==> src/design/eas_pkg.sv <==
// Package for the early-acknowledge bus slave: constants and carrier types
// Notes on behaviour
// - Card suppresses early acknowledge while it cannot serve data, e.g. refresh.
// - Without any enable strobe, every cycle still completes via normal acknowledge.
// - During DMA cycles memory uses the strobe, I/O cards ignore it.
// - Acknowledge must be valid one 125 ns period after enable strobe asserts.
// - Enable strobe to acknowledge within 54 ns; keep internal delay minimal.
// - Early-acked read data valid within 303 ns of address strobe falling.
// - Write data captured within 345 ns of address, 220 ns of data strobes.
package eas_pkg;

  // ****************************************
  // Timing
  // ****************************************
  localparam int CLK_PERIOD_PS    = 8000;
  localparam int ACK_MAX_NS       = 54;
  localparam int RD_DATA_MAX_NS   = 303;
  localparam int WR_AS_MAX_NS     = 345;
  localparam int WR_DS_MAX_NS     = 220;
  // Longest times round down
  localparam int ACK_MAX_CYC      = (ACK_MAX_NS * 1000) / CLK_PERIOD_PS;
  localparam int RD_DATA_MAX_CYC  = (RD_DATA_MAX_NS * 1000) / CLK_PERIOD_PS;
  localparam int WR_AS_MAX_CYC    = (WR_AS_MAX_NS * 1000) / CLK_PERIOD_PS;
  localparam int WR_DS_MAX_CYC    = (WR_DS_MAX_NS * 1000) / CLK_PERIOD_PS;
  localparam logic [5:0] CNT_RST  = 6'h00;
  localparam logic [5:0] CNT_MAX  = 6'h3F;

  // ****************************************
  // Types
  // ****************************************
  typedef enum logic [1:0] {
    EAS_IDLE = 2'b00,
    EAS_BUSY = 2'b01,
    EAS_ACK  = 2'b11
  } eas_state_t;

  typedef struct packed {
    logic bus_address_strobe_b;
    logic upper_byte_strobe_b;
    logic lower_byte_strobe_b;
    logic early_ack_enable_b;
    logic write_b;
    logic dma_cycle;
  } eas_bus_in_t;

  typedef struct packed {
    eas_state_t state;
    logic [5:0] cnt;
    logic       ack;
    logic       early;
    logic       req;
    logic       wr;
    logic       oe_b;
    logic [15:0] rdata;
  } eas_state_s_t;

endpackage

==> src/design/eas_slave.sv <==
// Bus slave that answers with an early transfer acknowledge from the enable strobe
module eas_slave
  import eas_pkg::*;
(
  // Clock and reset
  input  wire logic        clk_sys,
  input  wire logic        rst_b,
  input  wire logic        clk_en,
  // Bus side, active-low strobes
  input  wire eas_bus_in_t bus_in,
  input  wire logic [15:0] bus_data_in,
  output logic [15:0]      bus_data_out,
  output logic             bus_data_oe_b,
  output logic             transfer_acknowledge_b_out,
  output logic             transfer_acknowledge_oe_b,
  // Card side
  input  wire logic        card_select,
  input  wire logic        card_is_memory,
  input  wire logic        refresh_busy,
  output logic             mem_req,
  output logic             mem_wr,
  input  wire logic        mem_done,
  input  wire logic [15:0] mem_rdata,
  output logic             early_used
);

  // ****************************************
  // State
  // ****************************************
  eas_state_s_t s_q;
  eas_state_s_t s_d;
  logic as_on;
  logic ds_on;
  logic en_on;
  logic early_ok;

  assign as_on = !bus_in.bus_address_strobe_b;
  assign ds_on = !bus_in.upper_byte_strobe_b || !bus_in.lower_byte_strobe_b;
  assign en_on = !bus_in.early_ack_enable_b;
  // Early path allowed only if selected, not refreshing, and memory for DMA
  assign early_ok = card_select && !refresh_busy
                    && (!bus_in.dma_cycle || card_is_memory);

  always_comb begin
    s_d = s_q;
    s_d.req = 1'b0;
    if (!as_on) begin
      // Release state, acknowledge, early flag, data drive and counter as soon as the address strobe rises
      s_d.state = EAS_IDLE;
      s_d.ack   = 1'b0;
      s_d.early = 1'b0;
      s_d.oe_b  = 1'b1;
      s_d.cnt   = CNT_RST;
    end else begin
      if (s_q.cnt != CNT_MAX) begin
        s_d.cnt = s_q.cnt + 6'h01;
      end
      unique case (s_q.state)
        EAS_IDLE: begin
          // Writes wait for the byte strobes so write data is stable
          if (card_select && (bus_in.write_b || ds_on)) begin
            s_d.state = EAS_BUSY;
            s_d.req   = 1'b1;
            s_d.wr    = !bus_in.write_b;
          end
        end
        EAS_BUSY: begin
          if (mem_done) begin
            s_d.rdata = mem_rdata;
            s_d.oe_b  = !bus_in.write_b ? 1'b1 : 1'b0;
            s_d.ack   = 1'b1;
            s_d.state = EAS_ACK;
          end
          // One register stage from the strobe keeps the delay at one cycle
          if (en_on && early_ok) begin
            s_d.ack   = 1'b1;
            s_d.early = 1'b1;
          end
        end
        EAS_ACK: begin
          if (mem_done && s_q.oe_b && bus_in.write_b) begin
            s_d.rdata = mem_rdata;
            s_d.oe_b  = 1'b0;
          end
        end
        default: s_d.state = EAS_IDLE;
      endcase
      // Early-acked read not yet served: drive data when it lands
      if (s_q.state == EAS_BUSY && mem_done && bus_in.write_b) begin
        s_d.oe_b = 1'b0;
      end
    end
  end

  always_ff @(posedge clk_sys or negedge rst_b) begin
    if (!rst_b) begin
      s_q <= '{state: EAS_IDLE, cnt: CNT_RST, ack: 1'b0, early: 1'b0, req: 1'b0,
               wr: 1'b0, oe_b: 1'b1, rdata: 16'h0000};
    end else if (clk_en) begin
      s_q <= s_d;
    end
  end

  assign bus_data_out               = s_q.rdata;
  assign bus_data_oe_b              = s_q.oe_b;
  assign transfer_acknowledge_b_out = 1'b0;
  assign transfer_acknowledge_oe_b  = !s_q.ack;
  assign mem_req                    = s_q.req;
  assign mem_wr                     = s_q.wr;
  assign early_used                 = s_q.early;

  // ****************************************
  // Checks
  // ****************************************
  AST_RELEASE_ON_AS: assert property (@(posedge clk_sys) disable iff (!rst_b)
    clk_en && !as_on |=> transfer_acknowledge_oe_b)
    else $error("acknowledge held after address strobe rose");
  AST_NO_EARLY_REFRESH: assert property (@(posedge clk_sys) disable iff (!rst_b)
    clk_en && refresh_busy && !s_q.early && !mem_done |=> !s_q.early)
    else $error("early acknowledge during refresh");
  AST_EARLY_ONE_CYCLE: assert property (@(posedge clk_sys) disable iff (!rst_b)
    clk_en && as_on && s_q.state == EAS_BUSY && en_on && early_ok |=> !transfer_acknowledge_oe_b)
    else $error("early acknowledge late");
  AST_FALLBACK: assert property (@(posedge clk_sys) disable iff (!rst_b)
    clk_en && as_on && s_q.state == EAS_BUSY && mem_done |=> s_q.ack)
    else $error("normal acknowledge missing");
  AST_DMA_IO: assert property (@(posedge clk_sys) disable iff (!rst_b)
    clk_en && bus_in.dma_cycle && !card_is_memory && !s_q.early && !mem_done |=> !s_q.early)
    else $error("I/O card used enable strobe in DMA");
  AST_SELECT: assert property (@(posedge clk_sys) disable iff (!rst_b)
    clk_en && s_q.state == EAS_IDLE && !card_select |=> s_q.state == EAS_IDLE)
    else $error("unselected card started cycle");
  AST_RD_DATA: assert property (@(posedge clk_sys) disable iff (!rst_b)
    clk_en && as_on && s_q.state != EAS_IDLE && bus_in.write_b && mem_done |=> !bus_data_oe_b)
    else $error("read data not driven");
  AST_WR_NO_DRIVE: assert property (@(posedge clk_sys) disable iff (!rst_b)
    !bus_in.write_b && $past(!bus_in.write_b) && s_q.state == EAS_BUSY |-> bus_data_oe_b)
    else $error("slave drove data on write");

  // ****************************************
  // Budget checks
  // ****************************************
  // Counter reaches the budget whenever the address strobe stays low that long; flags read data not yet driven
  AST_RD_DATA_DUE: assert property (@(posedge clk_sys) disable iff (!rst_b)
    clk_en && as_on && s_q.early && !s_q.wr && s_q.cnt == 6'(RD_DATA_MAX_CYC)
    |-> !bus_data_oe_b)
    else $error("early-acked read data late");

  AST_WR_CAPTURE_AS: assert property (@(posedge clk_sys) disable iff (!rst_b)
    clk_en && as_on && !bus_in.write_b && card_select && s_q.cnt == 6'(WR_AS_MAX_CYC)
    |-> s_q.state != EAS_IDLE)
    else $error("write not captured in time");

  AST_WR_WAITS_DS: assert property (@(posedge clk_sys) disable iff (!rst_b)
    clk_en && s_q.state == EAS_IDLE && !bus_in.write_b && !ds_on |=> !mem_req)
    else $error("write started before byte strobes");

  AST_WR_FLAG: assert property (@(posedge clk_sys) disable iff (!rst_b)
    clk_en && as_on && mem_req |-> mem_wr == !bus_in.write_b)
    else $error("access direction wrong");

  // ****************************************
  // Handshake checks
  // ****************************************
  AST_ACK_HOLD: assert property (@(posedge clk_sys) disable iff (!rst_b)
    clk_en && as_on && !transfer_acknowledge_oe_b |=> !transfer_acknowledge_oe_b)
    else $error("acknowledge dropped while strobe low");

  AST_DATA_HOLD: assert property (@(posedge clk_sys) disable iff (!rst_b)
    clk_en && as_on && bus_in.write_b && !bus_data_oe_b |=> !bus_data_oe_b)
    else $error("read data dropped while strobe low");

  AST_RD_DATA_VALUE: assert property (@(posedge clk_sys) disable iff (!rst_b)
    clk_en && as_on && s_q.state == EAS_BUSY && bus_in.write_b && mem_done
    |=> bus_data_out == $past(mem_rdata))
    else $error("read data not taken from memory");

  AST_EARLY_NEEDS_SEL: assert property (@(posedge clk_sys) disable iff (!rst_b)
    clk_en && !card_select && !s_q.early |=> !s_q.early)
    else $error("early acknowledge without select");

  AST_EARLY_NEEDS_EN: assert property (@(posedge clk_sys) disable iff (!rst_b)
    clk_en && !en_on && !s_q.early |=> !s_q.early)
    else $error("early acknowledge without enable strobe");

  AST_EARLY_RELEASE: assert property (@(posedge clk_sys) disable iff (!rst_b)
    clk_en && !as_on |=> !early_used)
    else $error("early flag held after strobe rose");

  AST_NO_REQ_UNSEL: assert property (@(posedge clk_sys) disable iff (!rst_b)
    clk_en && !card_select |=> !mem_req)
    else $error("access started while unselected");

  AST_REQ_ON_START: assert property (@(posedge clk_sys) disable iff (!rst_b)
    clk_en && as_on && s_q.state == EAS_IDLE && card_select && bus_in.write_b
    |=> mem_req && s_q.state == EAS_BUSY)
    else $error("selected read not started");

  // Refused early path must still end in the normal answer
  AST_REFRESH_NORMAL: assert property (@(posedge clk_sys) disable iff (!rst_b)
    clk_en && as_on && s_q.state == EAS_BUSY && refresh_busy && mem_done
    |=> !transfer_acknowledge_oe_b)
    else $error("no acknowledge after refresh-blocked cycle");

  AST_IO_DMA_NORMAL: assert property (@(posedge clk_sys) disable iff (!rst_b)
    clk_en && as_on && s_q.state == EAS_BUSY && bus_in.dma_cycle && !card_is_memory
    && mem_done |=> !transfer_acknowledge_oe_b)
    else $error("no acknowledge for I/O card in DMA");

  AST_ACK_IN_ACK_STATE: assert property (@(posedge clk_sys) disable iff (!rst_b)
    clk_en && as_on && s_q.state == EAS_ACK |-> !transfer_acknowledge_oe_b)
    else $error("acknowledge missing in answer state");

endmodule

==> config.mk <==
export PLATFORM = sky130hd
export DESIGN_NAME = eas_slave
export DESIGN_NICKNAME = d
export VERILOG_FILES = /design/src/design/eas_pkg.sv /design/src/design/eas_slave.sv
export SDC_FILE = /design/constraint.sdc
export NUM_CORES = 1
export LEC_CHECK = 0
export ABC_AREA = 1
export BUFFER_PORTS_ARGS = -buffer_cell sky130_fd_sc_hd__buf_2
export CORE_MARGIN = 2
export CORE_UTILIZATION = 45
export CTS_BUF_LIST = sky130_fd_sc_hd__clkbuf_2 sky130_fd_sc_hd__clkbuf_4 sky130_fd_sc_hd__clkbuf_8
export DETAILED_ROUTE_END_ITERATION = 8
export PLACE_DENSITY = 0.89
export SLEW_MARGIN = 30
export SYNTH_ARGS = -nofsm -noshare
export SYNTH_HDL_FRONTEND = slang
export SYNTH_SLANG_ARGS = --single-unit
==> constraint.sdc <==
create_clock -name clk_sys -period 3 [get_ports clk_sys]
set_clock_uncertainty 0.2 [all_clocks]
set_input_delay 0.3 -clock clk_sys [delete_from_list [all_inputs] [get_ports clk_sys]]
set_output_delay 0.3 -clock clk_sys [all_outputs]
set_load 0.02 [all_outputs]
After elaboration in Yosys (flattened, before gate mapping) --
Index checks and enable logic that the tools add are counted.
Word-level totals: register bits 29, output and inout bits 22, input port bits 45, logic and storage cells 69
Operators by class: muxes and demuxes 17, reduce and logical (&&, ||, !) cells 32, equal/unequal tests 10, bitwise gates (word level) 1, add/sub/neg operators 1
Operator list (number):
- $mux W17 | 2
- $pmux W17 S2 | 1
- $mux W2 | 7
- $reduce_and A4 Y1 | 3
- $mux W10 | 1
- $logic_and A1 B1 Y1 | 8
- $reduce_bool A2 Y1 | 4
- $logic_not A1 Y1 | 7
- $add A6 B1 Y6 const B | 1
- $mux W6 | 1
- $ne A2 B2 Y1 const B | 3
- $ne A3 B3 Y1 const B | 2
- $ne A6 B6 Y1 const B | 1
- $pmux W2 S3 | 1
- $reduce_and A3 Y1 | 2
- $reduce_and A5 Y1 | 1
- $mux W1 | 4
- $ne A4 B3 Y1 const B | 1
- $ne A4 B4 Y1 const B | 1
- $reduce_bool A4 Y1 | 1
- $logic_or A1 B1 Y1 | 3
- $reduce_bool A3 Y1 | 1
- $eq A2 B1 Y1 const B | 1
- $eq A2 B2 Y1 const B | 1
- 3 further kinds | 3

Depth between registers and ports, before layout --
depth after elaboration 7, depth in mapped cells 9, gate-level depth less buffers 7

Worst setup path after synthesis --
Ideal clock, no wire load.
path kind reg-to-reg, start register s_q (netlist bit bus_data_oe_b), end register s_q (netlist bit bus_data_out[0]), stages on the path, launching flop included 7, clock period less this slack 1582 ps, setup slack 1418 ps, arrival time 1266 ps, library setup time 116 ps, cells stage by stage dfstp_2 -> nand3_2 -> a21oi_4 -> nand2_4 -> buf_6 -> nand2_1 -> nand2_1
On the way: cells in the longest elaborated chain, start to end 4
RTL lines:
- from (decl) | line eas_slave.sv:30 | eas_state_s_t s_q;
- from (signal assigned) | line eas_slave.sv:97 | s_q <= '{state: EAS_IDLE, cnt: CNT_RST, ack: 1'b0, early: 1'b0, req: 1'b0,
- $logic_and A1 B1 Y1 (2 in series) | line eas_slave.sv:81 | if (mem_done && s_q.oe_b && bus_in.write_b) begin
- $ne A2 B2 Y1 (no source line)
- $reduce_and A5 Y1 (no source line)
No other way between the ends. A chain may end at the register's enable or synchronous reset.

Final worst setup path --
Ends and elaborated chain as after synthesis.

==> results.sh <==
export IMPL_crit_path_start_kind="register"
export IMPL_clk_pin_slew_ns=0.12
export IMPL_synth_most_common_cell="nand2_1"
export IMPL_tritoncts="done"
export IMPL_avgViaCountPerCell=4.85
export IMPL_clockBufferDepth=2
export IMPL_pre_cts_ws_ns=1.18
export IMPL_status="finished, final reports clean"
export IMPL_synth_seq_cells=23
export IMPL_drt_first_pass_iters=4
export IMPL_synth_edff_count=0
export IMPL_cts_buffers=3
export IMPL_drive_above_1_share_pct=34.4
export IMPL_die_w_um=55.7
export IMPL_final_cells=210
export IMPL_grt_pass1_vias=1011
export IMPL_io_buffers=49
export IMPL_synth_async_reset_ratio_pct=100
export IMPL_place_congestion=0.892
export IMPL_clock_latency_ns=0.29
export IMPL_p_per_area_nw_per_um2=873
export IMPL_cap_viol_max_count=0
export IMPL_slew_headroom_pct=64.0
export IMPL_holdCritStartpoint="bus_in[1]"
export IMPL_setup_tns_ns=0
export IMPL_cts_root_buf="clkbuf_4"
export IMPL_arrival_ns=1.83
export IMPL_antenna_found_initial=0
export IMPL_num_vias=1018
export IMPL_wirelength_um=2300
export IMPL_grt_max_degree=24
export IMPL_dp_cells=205
export IMPL_wl_per_cell_um=11.0
export IMPL_mappedNetlistNets=192
export IMPL_yosys_cell_types_count=20
export IMPL_grt_pass1_wl_um=4230
export IMPL_fillCellCount=248
export IMPL_dp_hpwl_um=1690
export IMPL_setup_viol=0
export IMPL_synth_area_leader_cell="dfrtp_1"
export IMPL_overflow=0
export IMPL_synth_common_cells="nand2_1 (45), dfrtp_1 (22), nand3_1 (20)"
export IMPL_required_ns=3.00
export IMPL_synthMuxAreaShare_pct=0
export IMPL_post_route_util_pct=54.6
export IMPL_r2r_start="bus_data_oe_b"
export IMPL_synth_area_um2=1200
export IMPL_fp_dieH_um=55.7
export IMPL_min_to="mem_wr"
export IMPL_fin_crit_sh_pct=61.2
export IMPL_synth_top_area_share_pct=45.7
export IMPL_cts_resized=0
export IMPL_yosys_area_share_simple_pct=29.7
export IMPL_rsz0062_at_grt="no"
export IMPL_row_count=18
export IMPL_start_util_pct=48.1
export IMPL_syn_to_final_growth_pct=13.3
export IMPL_synth_compound_area_share_pct=5.41
export IMPL_setup_slack_ns=1.16
export IMPL_drt_initial_drc_count=72
export IMPL_ios=67
export IMPL_ys_warn_count=0
export IMPL_synth_top_family_by_area="simple AND/OR/NAND/NOR gates"
export IMPL_reg2reg_slack_ns=1.16
export IMPL_path_max_fanout=18
export IMPL_worstSetupPathType="register to register"
export IMPL_hold_depth=2
export IMPL_ir_drop_mv=0.439
export IMPL_drv_slew=0
export IMPL_antenna_cells=0
export IMPL_ys_top_cells_by_area="dfrtp_1 (46%), nand2_1 (14%), buf_4 (11%), nand3_1 (8.3%), nor2_1 (3.4%)"
export IMPL_synth_ff_type="dfrtp_1"
export IMPL_cts_sinks=23
export IMPL_max_freq_mhz=545
export IMPL_yosys_area_share_adder_pct=0
export IMPL_yosysSeqAreaShare_pct=47.9
export IMPL_cp_end_kind="register"
export IMPL_final_net_count=226
export IMPL_worstMarginPinSlew_ns=0.539
export IMPL_avgSynthCellArea_um2=8.19
export IMPL_finalHoldViolations=0
export IMPL_power_uw=1190
export IMPL_rr_worst_depth=5
export IMPL_core_um2=2500
export IMPL_synth_xor_area_share_pct=0
export IMPL_worstReg2RegEnd="bus_data_out[0]"
export IMPL_synthCells=147
export IMPL_htreeDepth=1
export IMPL_layout_min_cycle_time_ns=1.84
export IMPL_p_leak_uw=0.000797
export IMPL_post_route_drc_count=0
export IMPL_ant_nets=0
export IMPL_dieArea_um2=3100
export IMPL_hp_class="primary input to register"
export IMPL_gr_usage_all_layers_pct=16.5
-- worst max-delay path: stages, from the launching register on --
cell and delay, ns:
dfstp_2 0.57, nand3_2 0.10, a21oi_4 0.47, nand2_4 0.23, nand2_1 0.11, nand2_1 0.05
-- cell families after synthesis --
family,Yosys count
buffers and inverters,31
DFF,23
AOI/OAI and AO/OA,10
and+or+nand+nor,82
other,1
-- through the flow --
stage	cell area [um2]	hold WS [ns]
4_1_cts	1360	0.00396
3_5_place_dp	1320	0.107
5_1_grt	1360	0.0140
3_3_place_gp	1320	0.101
2_1_floorplan	1200	-0.196
6_report	1360	0.0159
-- flip-flops by register name, indices dropped and copies added (netlist names) --
| signal | flops |
|---|---|
| bus_data_oe_b | 1 |
| bus_data_out | 16 |
| early_used | 1 |
| mem_req | 1 |
| mem_wr | 1 |
| s_q | 3 |
-- placed cells by master (no fill, tap or decap), types with 2 or more instances in the layout --
cell,count
a21oi_1,5
buf_2,49
clkbuf_4,4
dfrtp_1,22
inv_1,7
inv_2,3
nand2_1,45
nand3_1,20
nand4_1,2
nor2_1,11
o21ai_0,3
-- power by group --
group / internal [uW] / switching, uW / leakage [uW]
clock: 60.7 / 85.2 / 0.0000184
combinational: 175 / 356 / 0.000493
sequential: 440 / 73.9 / 0.000286
-- routing by layer --
layer	track usage (%)	wire, um	vias to the layer above	share of wire, %
li1	-	-	515	-
met1	21.7	1090	472	47
met2	28.4	1080	31	47
met3	3.26	131	0	5.7
met4	3.14	0	0	0
met5	0	0	-	0
-- how the worst max path moves through the flow --
stage                        from               to  slack, ns  cells after the start
floorplan           bus_data_oe_b  bus_data_out[0]       1.42                      6
global placement    bus_data_oe_b  bus_data_out[0]       1.19                      5
detailed placement  bus_data_oe_b  bus_data_out[0]       1.18                      5
CTS                 bus_data_oe_b  bus_data_out[0]       1.16                      5
global route        bus_data_oe_b  bus_data_out[4]       1.01                      5
finish              bus_data_oe_b  bus_data_out[0]       1.16                      5
-- repair_timing --
action	CTS	global route
buffers inserted	0	0
endpoints found under the hold margin	22	0
hold buffers	1	0
-- layout make-up --
type	instances	area [um2]	area share (%)
repair buffers	50	255	18.7
multi-input cells	93	427	31.3
inverters	10	37.5	2.75
clock buffers	4	30.0	2.20
flip-flops and latches	23	577	42.3
well taps	30	37.5	2.75
Note: power is estimated with default switching activity, not from simulation.
